<file path="config.mk">
export PLATFORM = sky130hd
export DESIGN_NAME = mwm_top
export DESIGN_NICKNAME = d
export VERILOG_FILES = /design/src/logic/mwm_pkg.sv /design/src/logic/mwm_compare.sv /design/src/logic/mwm_led.sv /design/src/logic/mwm_top.sv
export SDC_FILE = /design/constraint.sdc
export NUM_CORES = 1
export LEC_CHECK = 0
export BUFFER_PORTS_ARGS = -buffer_cell sky130_fd_sc_hd__buf_2
export CAP_MARGIN = 20
export CORE_MARGIN = 1
export CORE_UTILIZATION = 50
export DETAILED_ROUTE_END_ITERATION = 12
export PLACE_DENSITY = 0.86
export SYNTH_ARGS = -nofsm -noshare
export SYNTH_HDL_FRONTEND = slang
export SYNTH_HIERARCHICAL = 1
export SYNTH_SLANG_ARGS = --single-unit
export TNS_END_PERCENT = 5
</file>
<file path="constraint.sdc">
create_clock -name hclk -period 3.32 [get_ports hclk]
set_clock_uncertainty 0.1 [all_clocks]
set_input_delay 0.166 -clock hclk [delete_from_list [all_inputs] [get_ports hclk]]
set_output_delay 0.166 -clock hclk [all_outputs]
set_load 0.01 [all_outputs]
</file>
<file path="src/logic/mwm_pkg.sv">
// Package for the maintenance warning monitor: register map, layouts, defaults
package mwm_pkg;
  // Condition indices
  localparam int unsigned NCOND = 8;
  localparam int unsigned C_USR = 0;
  localparam int unsigned C_POS = 1;
  localparam int unsigned C_DRV = 2;
  localparam int unsigned C_MTR = 3;
  localparam int unsigned C_OV = 4;
  localparam int unsigned C_UV = 5;
  localparam int unsigned C_TLC = 6;
  localparam int unsigned C_SPD = 7;
  // Register byte offsets
  localparam logic [7:0] A_FLAGS = 8'h00;
  localparam logic [7:0] A_CTRL = 8'h04;
  localparam logic [7:0] A_ACTION = 8'h08;
  localparam logic [7:0] A_USRSEL = 8'h0C;
  localparam logic [7:0] A_CLEAR = 8'h10;
  localparam logic [7:0] A_IRQST = 8'h14;
  localparam logic [7:0] A_IRQMSK = 8'h18;
  localparam logic [7:0] A_TH_POS = 8'h20;
  localparam logic [7:0] A_TH_DRV = 8'h24;
  localparam logic [7:0] A_TH_MTR = 8'h28;
  localparam logic [7:0] A_TH_OV = 8'h2C;
  localparam logic [7:0] A_TH_UV = 8'h30;
  localparam logic [7:0] A_TH_TLC = 8'h34;
  localparam logic [7:0] A_TH_SPD = 8'h38;
  // Field positions in CTRL
  localparam int unsigned B_AUTOCLR = 0;
  localparam int unsigned B_LEDEN = 1;
  localparam int unsigned B_USRINV = 8;
  // Reset values
  localparam logic [15:0] R_TH_POS = 16'd300;
  localparam logic [15:0] R_TH_DRV = 16'd85;
  localparam logic [15:0] R_TH_MTR = 16'd85;
  localparam logic [15:0] R_TH_OV = 16'd400;
  localparam logic [15:0] R_TH_UV = 16'd120;
  localparam logic [15:0] R_TH_TLC = 16'd0;
  localparam logic [15:0] R_TH_SPD = 16'd0;
  localparam logic [7:0] R_USRSEL = 8'd128;
  localparam logic [7:0] R_ACTION = 8'hFF;
  // LED timing: 2 blinks, 200 ms on and off
  localparam int unsigned BLINK_COUNT = 2;
  localparam int unsigned BLINK_MS = 200;
  localparam int unsigned CLK_KHZ = 10000;
  localparam int unsigned BLINK_CYC = BLINK_MS * CLK_KHZ;
  // Measured quantities from the servo core
  typedef struct packed {
    logic [15:0] pos_dev;
    logic [15:0] drv_temp;
    logic [15:0] mtr_temp;
    logic [15:0] bus_volt;
    logic [15:0] tlc_ms;
    logic [15:0] speed;
  } mwm_meas_t;
  // LED drive pair
  typedef struct packed {
    logic red;
    logic green;
  } mwm_led_t;
endpackage : mwm_pkg

</file>
<file path="src/logic/mwm_compare.sv">
// Threshold comparator bank producing raw warning causes
`timescale 1ns/100ps
`default_nettype none
module mwm_compare (
  // Measurements and thresholds
  input wire mwm_pkg::mwm_meas_t meas,
  input wire logic [15:0] th_pos,
  input wire logic [15:0] th_drv,
  input wire logic [15:0] th_mtr,
  input wire logic [15:0] th_ov,
  input wire logic [15:0] th_uv,
  input wire logic [15:0] th_tlc,
  input wire logic [15:0] th_spd,
  // Raw causes, one per threshold condition
  output logic [mwm_pkg::NCOND-1:1] cause
);
  always_comb begin
    cause[mwm_pkg::C_POS] = meas.pos_dev > th_pos;
    cause[mwm_pkg::C_DRV] = meas.drv_temp >= th_drv;
    cause[mwm_pkg::C_MTR] = meas.mtr_temp >= th_mtr;
    cause[mwm_pkg::C_OV] = meas.bus_volt >= th_ov;
    cause[mwm_pkg::C_UV] = meas.bus_volt <= th_uv;
    // Zero threshold disables the check
    cause[mwm_pkg::C_TLC] = (th_tlc != 16'h0000) && (meas.tlc_ms >= th_tlc);
    cause[mwm_pkg::C_SPD] = (th_spd != 16'h0000) && (meas.speed >= th_spd);
  end
endmodule : mwm_compare
`default_nettype wire

</file>
<file path="src/logic/mwm_led.sv">
// Double blink sequencer for the power/alarm LED
`timescale 1ns/100ps
`default_nettype none
module mwm_led #(
  parameter int unsigned PHASE_CYC = mwm_pkg::BLINK_CYC
) (
  // Clock and reset
  input wire logic hclk,
  input wire logic hresetn,
  // Trigger pulse
  input wire logic start,
  // LED drive
  output var mwm_pkg::mwm_led_t led,
  output logic busy
);
  logic [31:0] cnt;
  logic [2:0] phase;
  assign busy = phase != 3'd0;
  always_ff @(posedge hclk or negedge hresetn) begin
    if (!hresetn) begin
      cnt <= 32'h00000000;
      phase <= 3'd0;
    end else if (phase == 3'd0) begin
      if (start) begin
        phase <= 3'd1;
        cnt <= 32'h00000000;
      end
    end else if (cnt == PHASE_CYC - 1) begin
      cnt <= 32'h00000000;
      phase <= (phase == 3'(2 * mwm_pkg::BLINK_COUNT)) ? 3'd0 : phase + 3'd1;
    end else begin
      cnt <= cnt + 32'h00000001;
    end
  end
  // Odd phases lit: red and green together
  always_ff @(posedge hclk or negedge hresetn) begin
    if (!hresetn) begin
      led <= '0;
    end else begin
      led.red <= phase[0];
      led.green <= phase[0];
    end
  end
endmodule : mwm_led
`default_nettype wire

</file>
<file path="src/logic/mwm_top.sv">
// Maintenance warning monitor with AHB-Lite register access
// Functional notes
// - Each detected condition sets its own flag bit.
// - User flag follows the configured internal signal.
// - Summary output rises on any summary-enabled condition.
// - Enabled warning blinks red and green together twice.
// - Warnings never stop the motor; no drive inhibit exists.
// - Action 0 sets only the flag, no summary or LED; the code still sets the interrupt status bit on the rising cause.
// - Auto-clear 1 drops flag and summary when cause ends.
// - Global LED enable gates blinking, default on.
// - Selection picks the user source; code 128 is constant off.
// - Inversion bit inverts the selected source when 1.
// - Position deviation warning above threshold, default 300.
// - Temperature, voltage, torque time and speed compared; zero disables torque time and speed.
// - Warnings are level checks raised before any alarm.
//
// Implementation choices: the AHB-Lite register port and the placing of the registers.
`timescale 1ns/100ps
`default_nettype none
module mwm_top #(
  parameter int unsigned SRC_W = 128,
  parameter int unsigned BLINK_CYC = mwm_pkg::BLINK_CYC
) (
  // Clock and reset
  input wire logic hclk,
  input wire logic hresetn,
  // AHB-Lite slave
  input wire logic hsel,
  input wire logic [31:0] haddr,
  input wire logic [1:0] htrans,
  input wire logic hwrite,
  input wire logic [2:0] hsize,
  input wire logic [31:0] hwdata,
  input wire logic hready,
  output logic [31:0] hrdata,
  output logic hreadyout,
  output logic hresp,
  // Servo core quantities and signals
  input wire mwm_pkg::mwm_meas_t meas,
  input wire logic [SRC_W-1:0] usr_src,
  // Warning outputs
  output logic [mwm_pkg::NCOND-1:0] per_condition_warning_flag,
  output logic warning_summary_output,
  output var mwm_pkg::mwm_led_t power_alarm_led,
  output logic irq
);
  localparam int unsigned N = mwm_pkg::NCOND;
  // Registers
  logic [15:0] th_pos, th_drv, th_mtr, th_ov, th_uv, th_tlc, th_spd;
  logic auto_clr, led_en, usr_inv;
  logic [7:0] usr_sel, action;
  logic [N-1:0] irq_st, irq_msk;
  logic [N-1:0] flags;
  logic summary;
  // Bus pipeline
  logic wr_pend;
  logic [7:0] wr_addr;
  logic clr_cmd;
  logic [N-1:0] cause, cause_q, rise;
  logic [N-1:1] cmp_cause;
  logic user_selected_warning_flag;
  logic blink_start;
  logic led_busy;

  function automatic logic hit(input logic [7:0] a, input logic [7:0] r);
    hit = a == r;
  endfunction : hit

  assign hreadyout = 1'b1;
  assign hresp = 1'b0;
  wire addr_ok = hsel && hready && htrans[1];

  always_ff @(posedge hclk or negedge hresetn) begin
    if (!hresetn) begin
      wr_pend <= 1'b0;
      wr_addr <= 8'h00;
    end else begin
      wr_pend <= addr_ok && hwrite;
      wr_addr <= haddr[7:0];
    end
  end

  // Read data registered in address phase
  always_ff @(posedge hclk or negedge hresetn) begin
    if (!hresetn) begin
      hrdata <= 32'h00000000;
    end else if (addr_ok && !hwrite) begin
      unique case (haddr[7:0])
        mwm_pkg::A_FLAGS: hrdata <= {23'h0, summary, flags};
        mwm_pkg::A_CTRL: hrdata <= {23'h0, usr_inv, 6'h0, led_en, auto_clr};
        mwm_pkg::A_ACTION: hrdata <= {24'h0, action};
        mwm_pkg::A_USRSEL: hrdata <= {24'h0, usr_sel};
        mwm_pkg::A_IRQST: hrdata <= {24'h0, irq_st};
        mwm_pkg::A_IRQMSK: hrdata <= {24'h0, irq_msk};
        mwm_pkg::A_TH_POS: hrdata <= {16'h0, th_pos};
        mwm_pkg::A_TH_DRV: hrdata <= {16'h0, th_drv};
        mwm_pkg::A_TH_MTR: hrdata <= {16'h0, th_mtr};
        mwm_pkg::A_TH_OV: hrdata <= {16'h0, th_ov};
        mwm_pkg::A_TH_UV: hrdata <= {16'h0, th_uv};
        mwm_pkg::A_TH_TLC: hrdata <= {16'h0, th_tlc};
        mwm_pkg::A_TH_SPD: hrdata <= {16'h0, th_spd};
        default: hrdata <= 32'h00000000;
      endcase
    end
  end

  // Configuration writes
  always_ff @(posedge hclk or negedge hresetn) begin
    if (!hresetn) begin
      th_pos <= mwm_pkg::R_TH_POS;
      th_drv <= mwm_pkg::R_TH_DRV;
      th_mtr <= mwm_pkg::R_TH_MTR;
      th_ov <= mwm_pkg::R_TH_OV;
      th_uv <= mwm_pkg::R_TH_UV;
      th_tlc <= mwm_pkg::R_TH_TLC;
      th_spd <= mwm_pkg::R_TH_SPD;
      auto_clr <= 1'b1;
      led_en <= 1'b1;
      usr_inv <= 1'b0;
      usr_sel <= mwm_pkg::R_USRSEL;
      action <= mwm_pkg::R_ACTION;
      irq_msk <= '0;
    end else if (wr_pend) begin
      if (hit(wr_addr, mwm_pkg::A_TH_POS)) th_pos <= hwdata[15:0];
      if (hit(wr_addr, mwm_pkg::A_TH_DRV)) th_drv <= hwdata[15:0];
      if (hit(wr_addr, mwm_pkg::A_TH_MTR)) th_mtr <= hwdata[15:0];
      if (hit(wr_addr, mwm_pkg::A_TH_OV)) th_ov <= hwdata[15:0];
      if (hit(wr_addr, mwm_pkg::A_TH_UV)) th_uv <= hwdata[15:0];
      if (hit(wr_addr, mwm_pkg::A_TH_TLC)) th_tlc <= hwdata[15:0];
      if (hit(wr_addr, mwm_pkg::A_TH_SPD)) th_spd <= hwdata[15:0];
      if (hit(wr_addr, mwm_pkg::A_CTRL)) begin
        auto_clr <= hwdata[mwm_pkg::B_AUTOCLR];
        led_en <= hwdata[mwm_pkg::B_LEDEN];
        usr_inv <= hwdata[mwm_pkg::B_USRINV];
      end
      if (hit(wr_addr, mwm_pkg::A_ACTION)) action <= hwdata[7:0];
      if (hit(wr_addr, mwm_pkg::A_USRSEL)) usr_sel <= hwdata[7:0];
      if (hit(wr_addr, mwm_pkg::A_IRQMSK)) irq_msk <= hwdata[N-1:0];
    end
  end

  assign clr_cmd = wr_pend && hit(wr_addr, mwm_pkg::A_CLEAR) && hwdata[0];

  mwm_compare u_cmp (
    .meas(meas),
    .th_pos(th_pos),
    .th_drv(th_drv),
    .th_mtr(th_mtr),
    .th_ov(th_ov),
    .th_uv(th_uv),
    .th_tlc(th_tlc),
    .th_spd(th_spd),
    .cause(cmp_cause)
  );

  // Codes at or above the source width read as constant off
  always_comb begin
    user_selected_warning_flag = usr_inv;
    if (usr_sel < 8'(SRC_W)) begin
      user_selected_warning_flag = usr_src[usr_sel[6:0]] ^ usr_inv;
    end
  end

  assign cause = {cmp_cause, user_selected_warning_flag};

  always_ff @(posedge hclk or negedge hresetn) begin
    if (!hresetn) begin
      cause_q <= '0;
    end else begin
      cause_q <= cause;
    end
  end
  assign rise = cause & ~cause_q;

  // Flags: set wins; drop on auto-clear or host clear
  always_ff @(posedge hclk or negedge hresetn) begin
    if (!hresetn) begin
      flags <= '0;
    end else begin
      for (int i = 0; i < N; i++) begin
        if (cause[i]) flags[i] <= 1'b1;
        else if (auto_clr || clr_cmd) flags[i] <= 1'b0;
      end
    end
  end

  // Summary: only action-enabled conditions feed it
  wire [N-1:0] sum_cause = cause & action;
  always_ff @(posedge hclk or negedge hresetn) begin
    if (!hresetn) begin
      summary <= 1'b0;
    end else if (|sum_cause) begin
      summary <= 1'b1;
    end else if (auto_clr || clr_cmd) begin
      summary <= 1'b0;
    end
  end
  assign per_condition_warning_flag = flags;
  assign warning_summary_output = summary;

  assign blink_start = led_en && |(rise & action);
  mwm_led #(.PHASE_CYC(BLINK_CYC)) u_led (
    .hclk(hclk),
    .hresetn(hresetn),
    .start(blink_start),
    .led(power_alarm_led),
    .busy(led_busy)
  );

  // Sticky interrupt status, write one to clear; set wins
  always_ff @(posedge hclk or negedge hresetn) begin
    if (!hresetn) begin
      irq_st <= '0;
    end else begin
      for (int i = 0; i < N; i++) begin
        if (rise[i]) irq_st[i] <= 1'b1;
        else if (wr_pend && hit(wr_addr, mwm_pkg::A_IRQST) && hwdata[i]) irq_st[i] <= 1'b0;
      end
    end
  end
  assign irq = |(irq_st & irq_msk);
endmodule : mwm_top
`default_nettype wire

</file>
==> key figures <==
CTS
  • Clk buf depth: 3
  • Clk_lat worst skew: around 0.55 ns
  • Reg clk slew, reported paths: 0.06 ns
  • Clock Tree Root: clkbuf_16
  • H-Tree Depth: 1
  • CTS tree: yes
  • TritonCTS buffer count: 26
  • TritonCTS Sinks: 225

Layout
  • Area taken by multi-input logic gates: 7863 sq um
  • Storage element area: 5669 sq um
  • Share of layout cells above drive strength 1: 0.3771
  • Commonest non-fill, non-tap cell in the layout: buf_2
  • Most frequent cells in the layout: buf_2 (280), dfrtp_1 (194), mux2_2 (138)
  • Filler instances: 2,131
  • Number of antenna diodes: 0
  • P&R area growth vs syn: 26.43%
  • Nets@finish: 2,159
  • Final std cells w/o fill: 2,144

Timing
  • Worst slew margin: 0.3125
  • Final Max Slew Viols: 0
  • Part of the cycle the worst path needs: 1.063
  • Slew @ Worst Pin: 1.031 ns
  • Fin crit period: between 3 and 4 ns
  • Setup ws final: -0.2096 ns
  • Final Hold Viols: 0
  • RSZ-0062 raised after global routing: yes
  • Final setup violating endpoints: 27
  • FMAX: 0.2833 GHz

Power and ir drop
  • Logic pwr share: 0.129
  • Clk pwr share: 0.427
  • Pwr Density: 366.4 nW/um^2
  • VDD IR-drop max: 391.8 uV
  • Net Sw Frac: 0.2618
  • Internal power: 4.864 mW
  • Static leakage: 8.294 nW
  • Sw power: between 1.5 and 2 mW
  • Power, Total: 6.589 mW
  • Sequential share of power: 0.443

Synthesis
  • Post-Syn Instances: 1,354
  • Synth top area share: 0.3431
  • YS warnings: 6
  • Area leader, netlist: dfrtp_1
  • Syn Std Cell Area: 14,220 sq um
  • Synth Register Bits: 225
  • Post-synth cell types: 72
  • Synth area leaders: dfrtp_1 (34%), mux2_2 (11%), ha_1 (10%), dfstp_2 (5.5%), inv_1 (3.4%)
  • Primary FF master, synth: dfrtp_1
  • Async set-reset flop share out of synthesis: 1.000
  • Post-synthesis sequential area ratio: 0.3985
  • Average cell area after synthesis: 10.50 sq um
  • Post-synth EDFFs: 0

Run status
  • Failing checks: setup timing
  • Status: finished, violations left

Route
  • Routed wire length: 48,470 um
  • DRT antenna net count: 0
  • Detailed Route Iter0 Violations: 1,439
  • Routed via count: 13,516
  • TritonRoute pass-1 iters: 7
  • DR WL/cell: 22.61 um
  • Vias per cell: 6.304
  • DRC: 0

Critical path
  • WP data arrival: 3.85 ns
  • Critical path cell sequence: buf_4 > buf_12 > buf_4 > mux2i_1 > o221ai_1 > o22ai_1 > a21oi_1 > o311ai_2 > nor3_4 > o211ai_1 > nor2_1 > buf_6 > buf_6 > a21o_1 > a21o_1
  • CP max FO: 5
  • CP Capture Type: register
  • Setup CP Type: reg -> reg
  • Slowest cell delay on critical path: 0.45 ns
  • CP startpoint kind: register
  • Crit path required time: 3.64 ns
  • Slowest-stage cell, CP: dfrtp_2

GRT
  • Global-route wire length before repair: 72,060 um
  • Congestion Overflow GR: 0
  • Tot GR Track Use: 0.3219
  • Initial antenna violation count: 0
  • Vias in the first global route: approximately 13,000
  • Largest net degree at the start of global routing: 104

Min path
  • Tightest Hold Check Type: in -> reg

Floorplan
  • Row count: 61
  • Core area: about 28,000 sq um
  • Ports: 344
  • Die width: 170.7 um
  • Die Y: 170.7 um
  • Die area: 29,130 sq um
  • Initial core utilization: 0.5106

Placed design
  • Gpl congestion: around 0.97
  • Place WS: -0.1465 ns
  • Placed Cells incl. Taps: just over 2,000
  • Hpwl dp: 35,400 um
  • Number of port buffers: 281

Run
  • Maxcap violations: 0
==> synth_stat cells (all sizes together) (4+ instances only) <==
cell type  instances
or4                7
dfrtp            195
a41oi              8
a21o              24
nand2             81
a221oi            20
nor2              49
o211ai             9
a31oi             19
buf               37
nand3b             4
a222oi            11
mux2i             19
clkbuf            38
dfstp             30
nand4             35
o31ai              4
and4               8
ha               115
nand3             54
o22ai              5
a22oi             31
inv              128
a21oi             68
nand2b            13
mux2             138
o21ai             38
a211oi             5
nor3              17
nor2b              9
a22o              37
a21boi             5
nor4              18
o221ai            10
mux4              25
==> cell families (layout without fill, tap and decap cells) <==
group,after synthesis,in the layout,share of synthesized area
mux,182,182,0.1635
buf+inv,203,599,0.06466
flops,225,225,0.3985
other cells,2,18,0.0005280
simple gates,315,315,0.1172
compound gates,312,312,0.1545
fa+ha+maj,115,115,0.1012
==> final cells by class <==
cell class              instances  area share
inverters                     128     0.02672
well taps                     378     0.02630
clock inverters                10    0.005357
repair buffers                423      0.1477
flip-flops and latches        225      0.3152
multi-input cells             942      0.4372
clock buffers                  38     0.04147
==> critical path: cells and delay by family, from the launching register on <==
kind	cells	cell delay [ns]
flip-flops	1	0.45
buffers and inverters	5	0.71
AND/OR/NAND/NOR	2	0.23
AO/OA/AOI/OAI	7	1.67
multiplexers	1	0.25
==> metrics by stage <==
stage               hold slack [ns]  TNS [ns]  utilization  area [sq um]
floorplan                   -0.2296         0            -         14280
global placement             0.1822   -0.2306       0.5919         16490
detailed placement           0.1750    -2.302       0.5919         16490
CTS                         0.08447         0       0.6326         17620
global route                 0.1451    -6.083       0.6455         17980
finish                       0.1041    -2.064       0.6455         17980
==> path summary, 6_finish.rpt <==
path,startpoint,to,slack [ns],cells past startpoint
max,usr_sel[0]$_DFFE_PN0P_,u_led/cnt[15]$_DFFE_PN0P_,-0.21,15
min,htrans[1],hrdata[1]$_DFFE_PN0P_,0.10,5
max reg2reg,usr_sel[0]$_DFFE_PN0P_,u_led/cnt[15]$_DFFE_PN0P_,-0.21,15
min reg2reg,u_led/phase[0]$_DFFE_PN0P_,u_led/led[0]$_DFF_PN0_,0.36,0
max in group asynchronous,hresetn,th_tlc[13]$_DFFE_PN0P_,2.01,3
min in group asynchronous,hresetn,u_led/cnt[17]$_DFFE_PN0P_,0.19,2
==> routing by layer <==
metal	track usage	share of wire	routed length (um)	vias to the layer above
met5	0	0	0	-
met4	0.1441	0.053	2569	0
met3	0.06176	0.10	4862	217
met2	0.5212	0.46	22530	881
met1	0.4183	0.38	18510	6562
li1	-	-	-	5856
==> sequential cells by signal, indices dropped and copies added, names as in the netlist, 3 cells and up <==
signal,cells
action,8
cause_q,8
hrdata,16
irq_msk,8
irq_st,8
per_condition_warning_flag,8
th_drv,16
th_mtr,16
th_ov,16
th_pos,16
th_spd,16
th_tlc,16
th_uv,16
u_led/cnt,32
u_led/phase,3
usr_sel,8
wr_addr,8
==> repair_timing <==
action | 4_1_cts | 5_1_grt
hold buffers | 27 | 0
endpoints found under the setup margin | 29 | 34
resized for setup | 7 | 50
pin swaps | 1 | 17
endpoints found under the hold margin | 176 | 0
setup buffers | 1 | 20
cloned | 0 | 1
==> power groups by stage <==
stage	sequential [mW]	combinational [mW]	clock (mW)
finish	2.92	0.850	2.82
global route	2.93	0.926	2.94
CTS	2.92	0.801	2.82
detailed placement	2.96	0.768	0
global placement	2.96	0.733	0
floorplan	2.93	0.370	0
(Power assumes the default switching activity.)
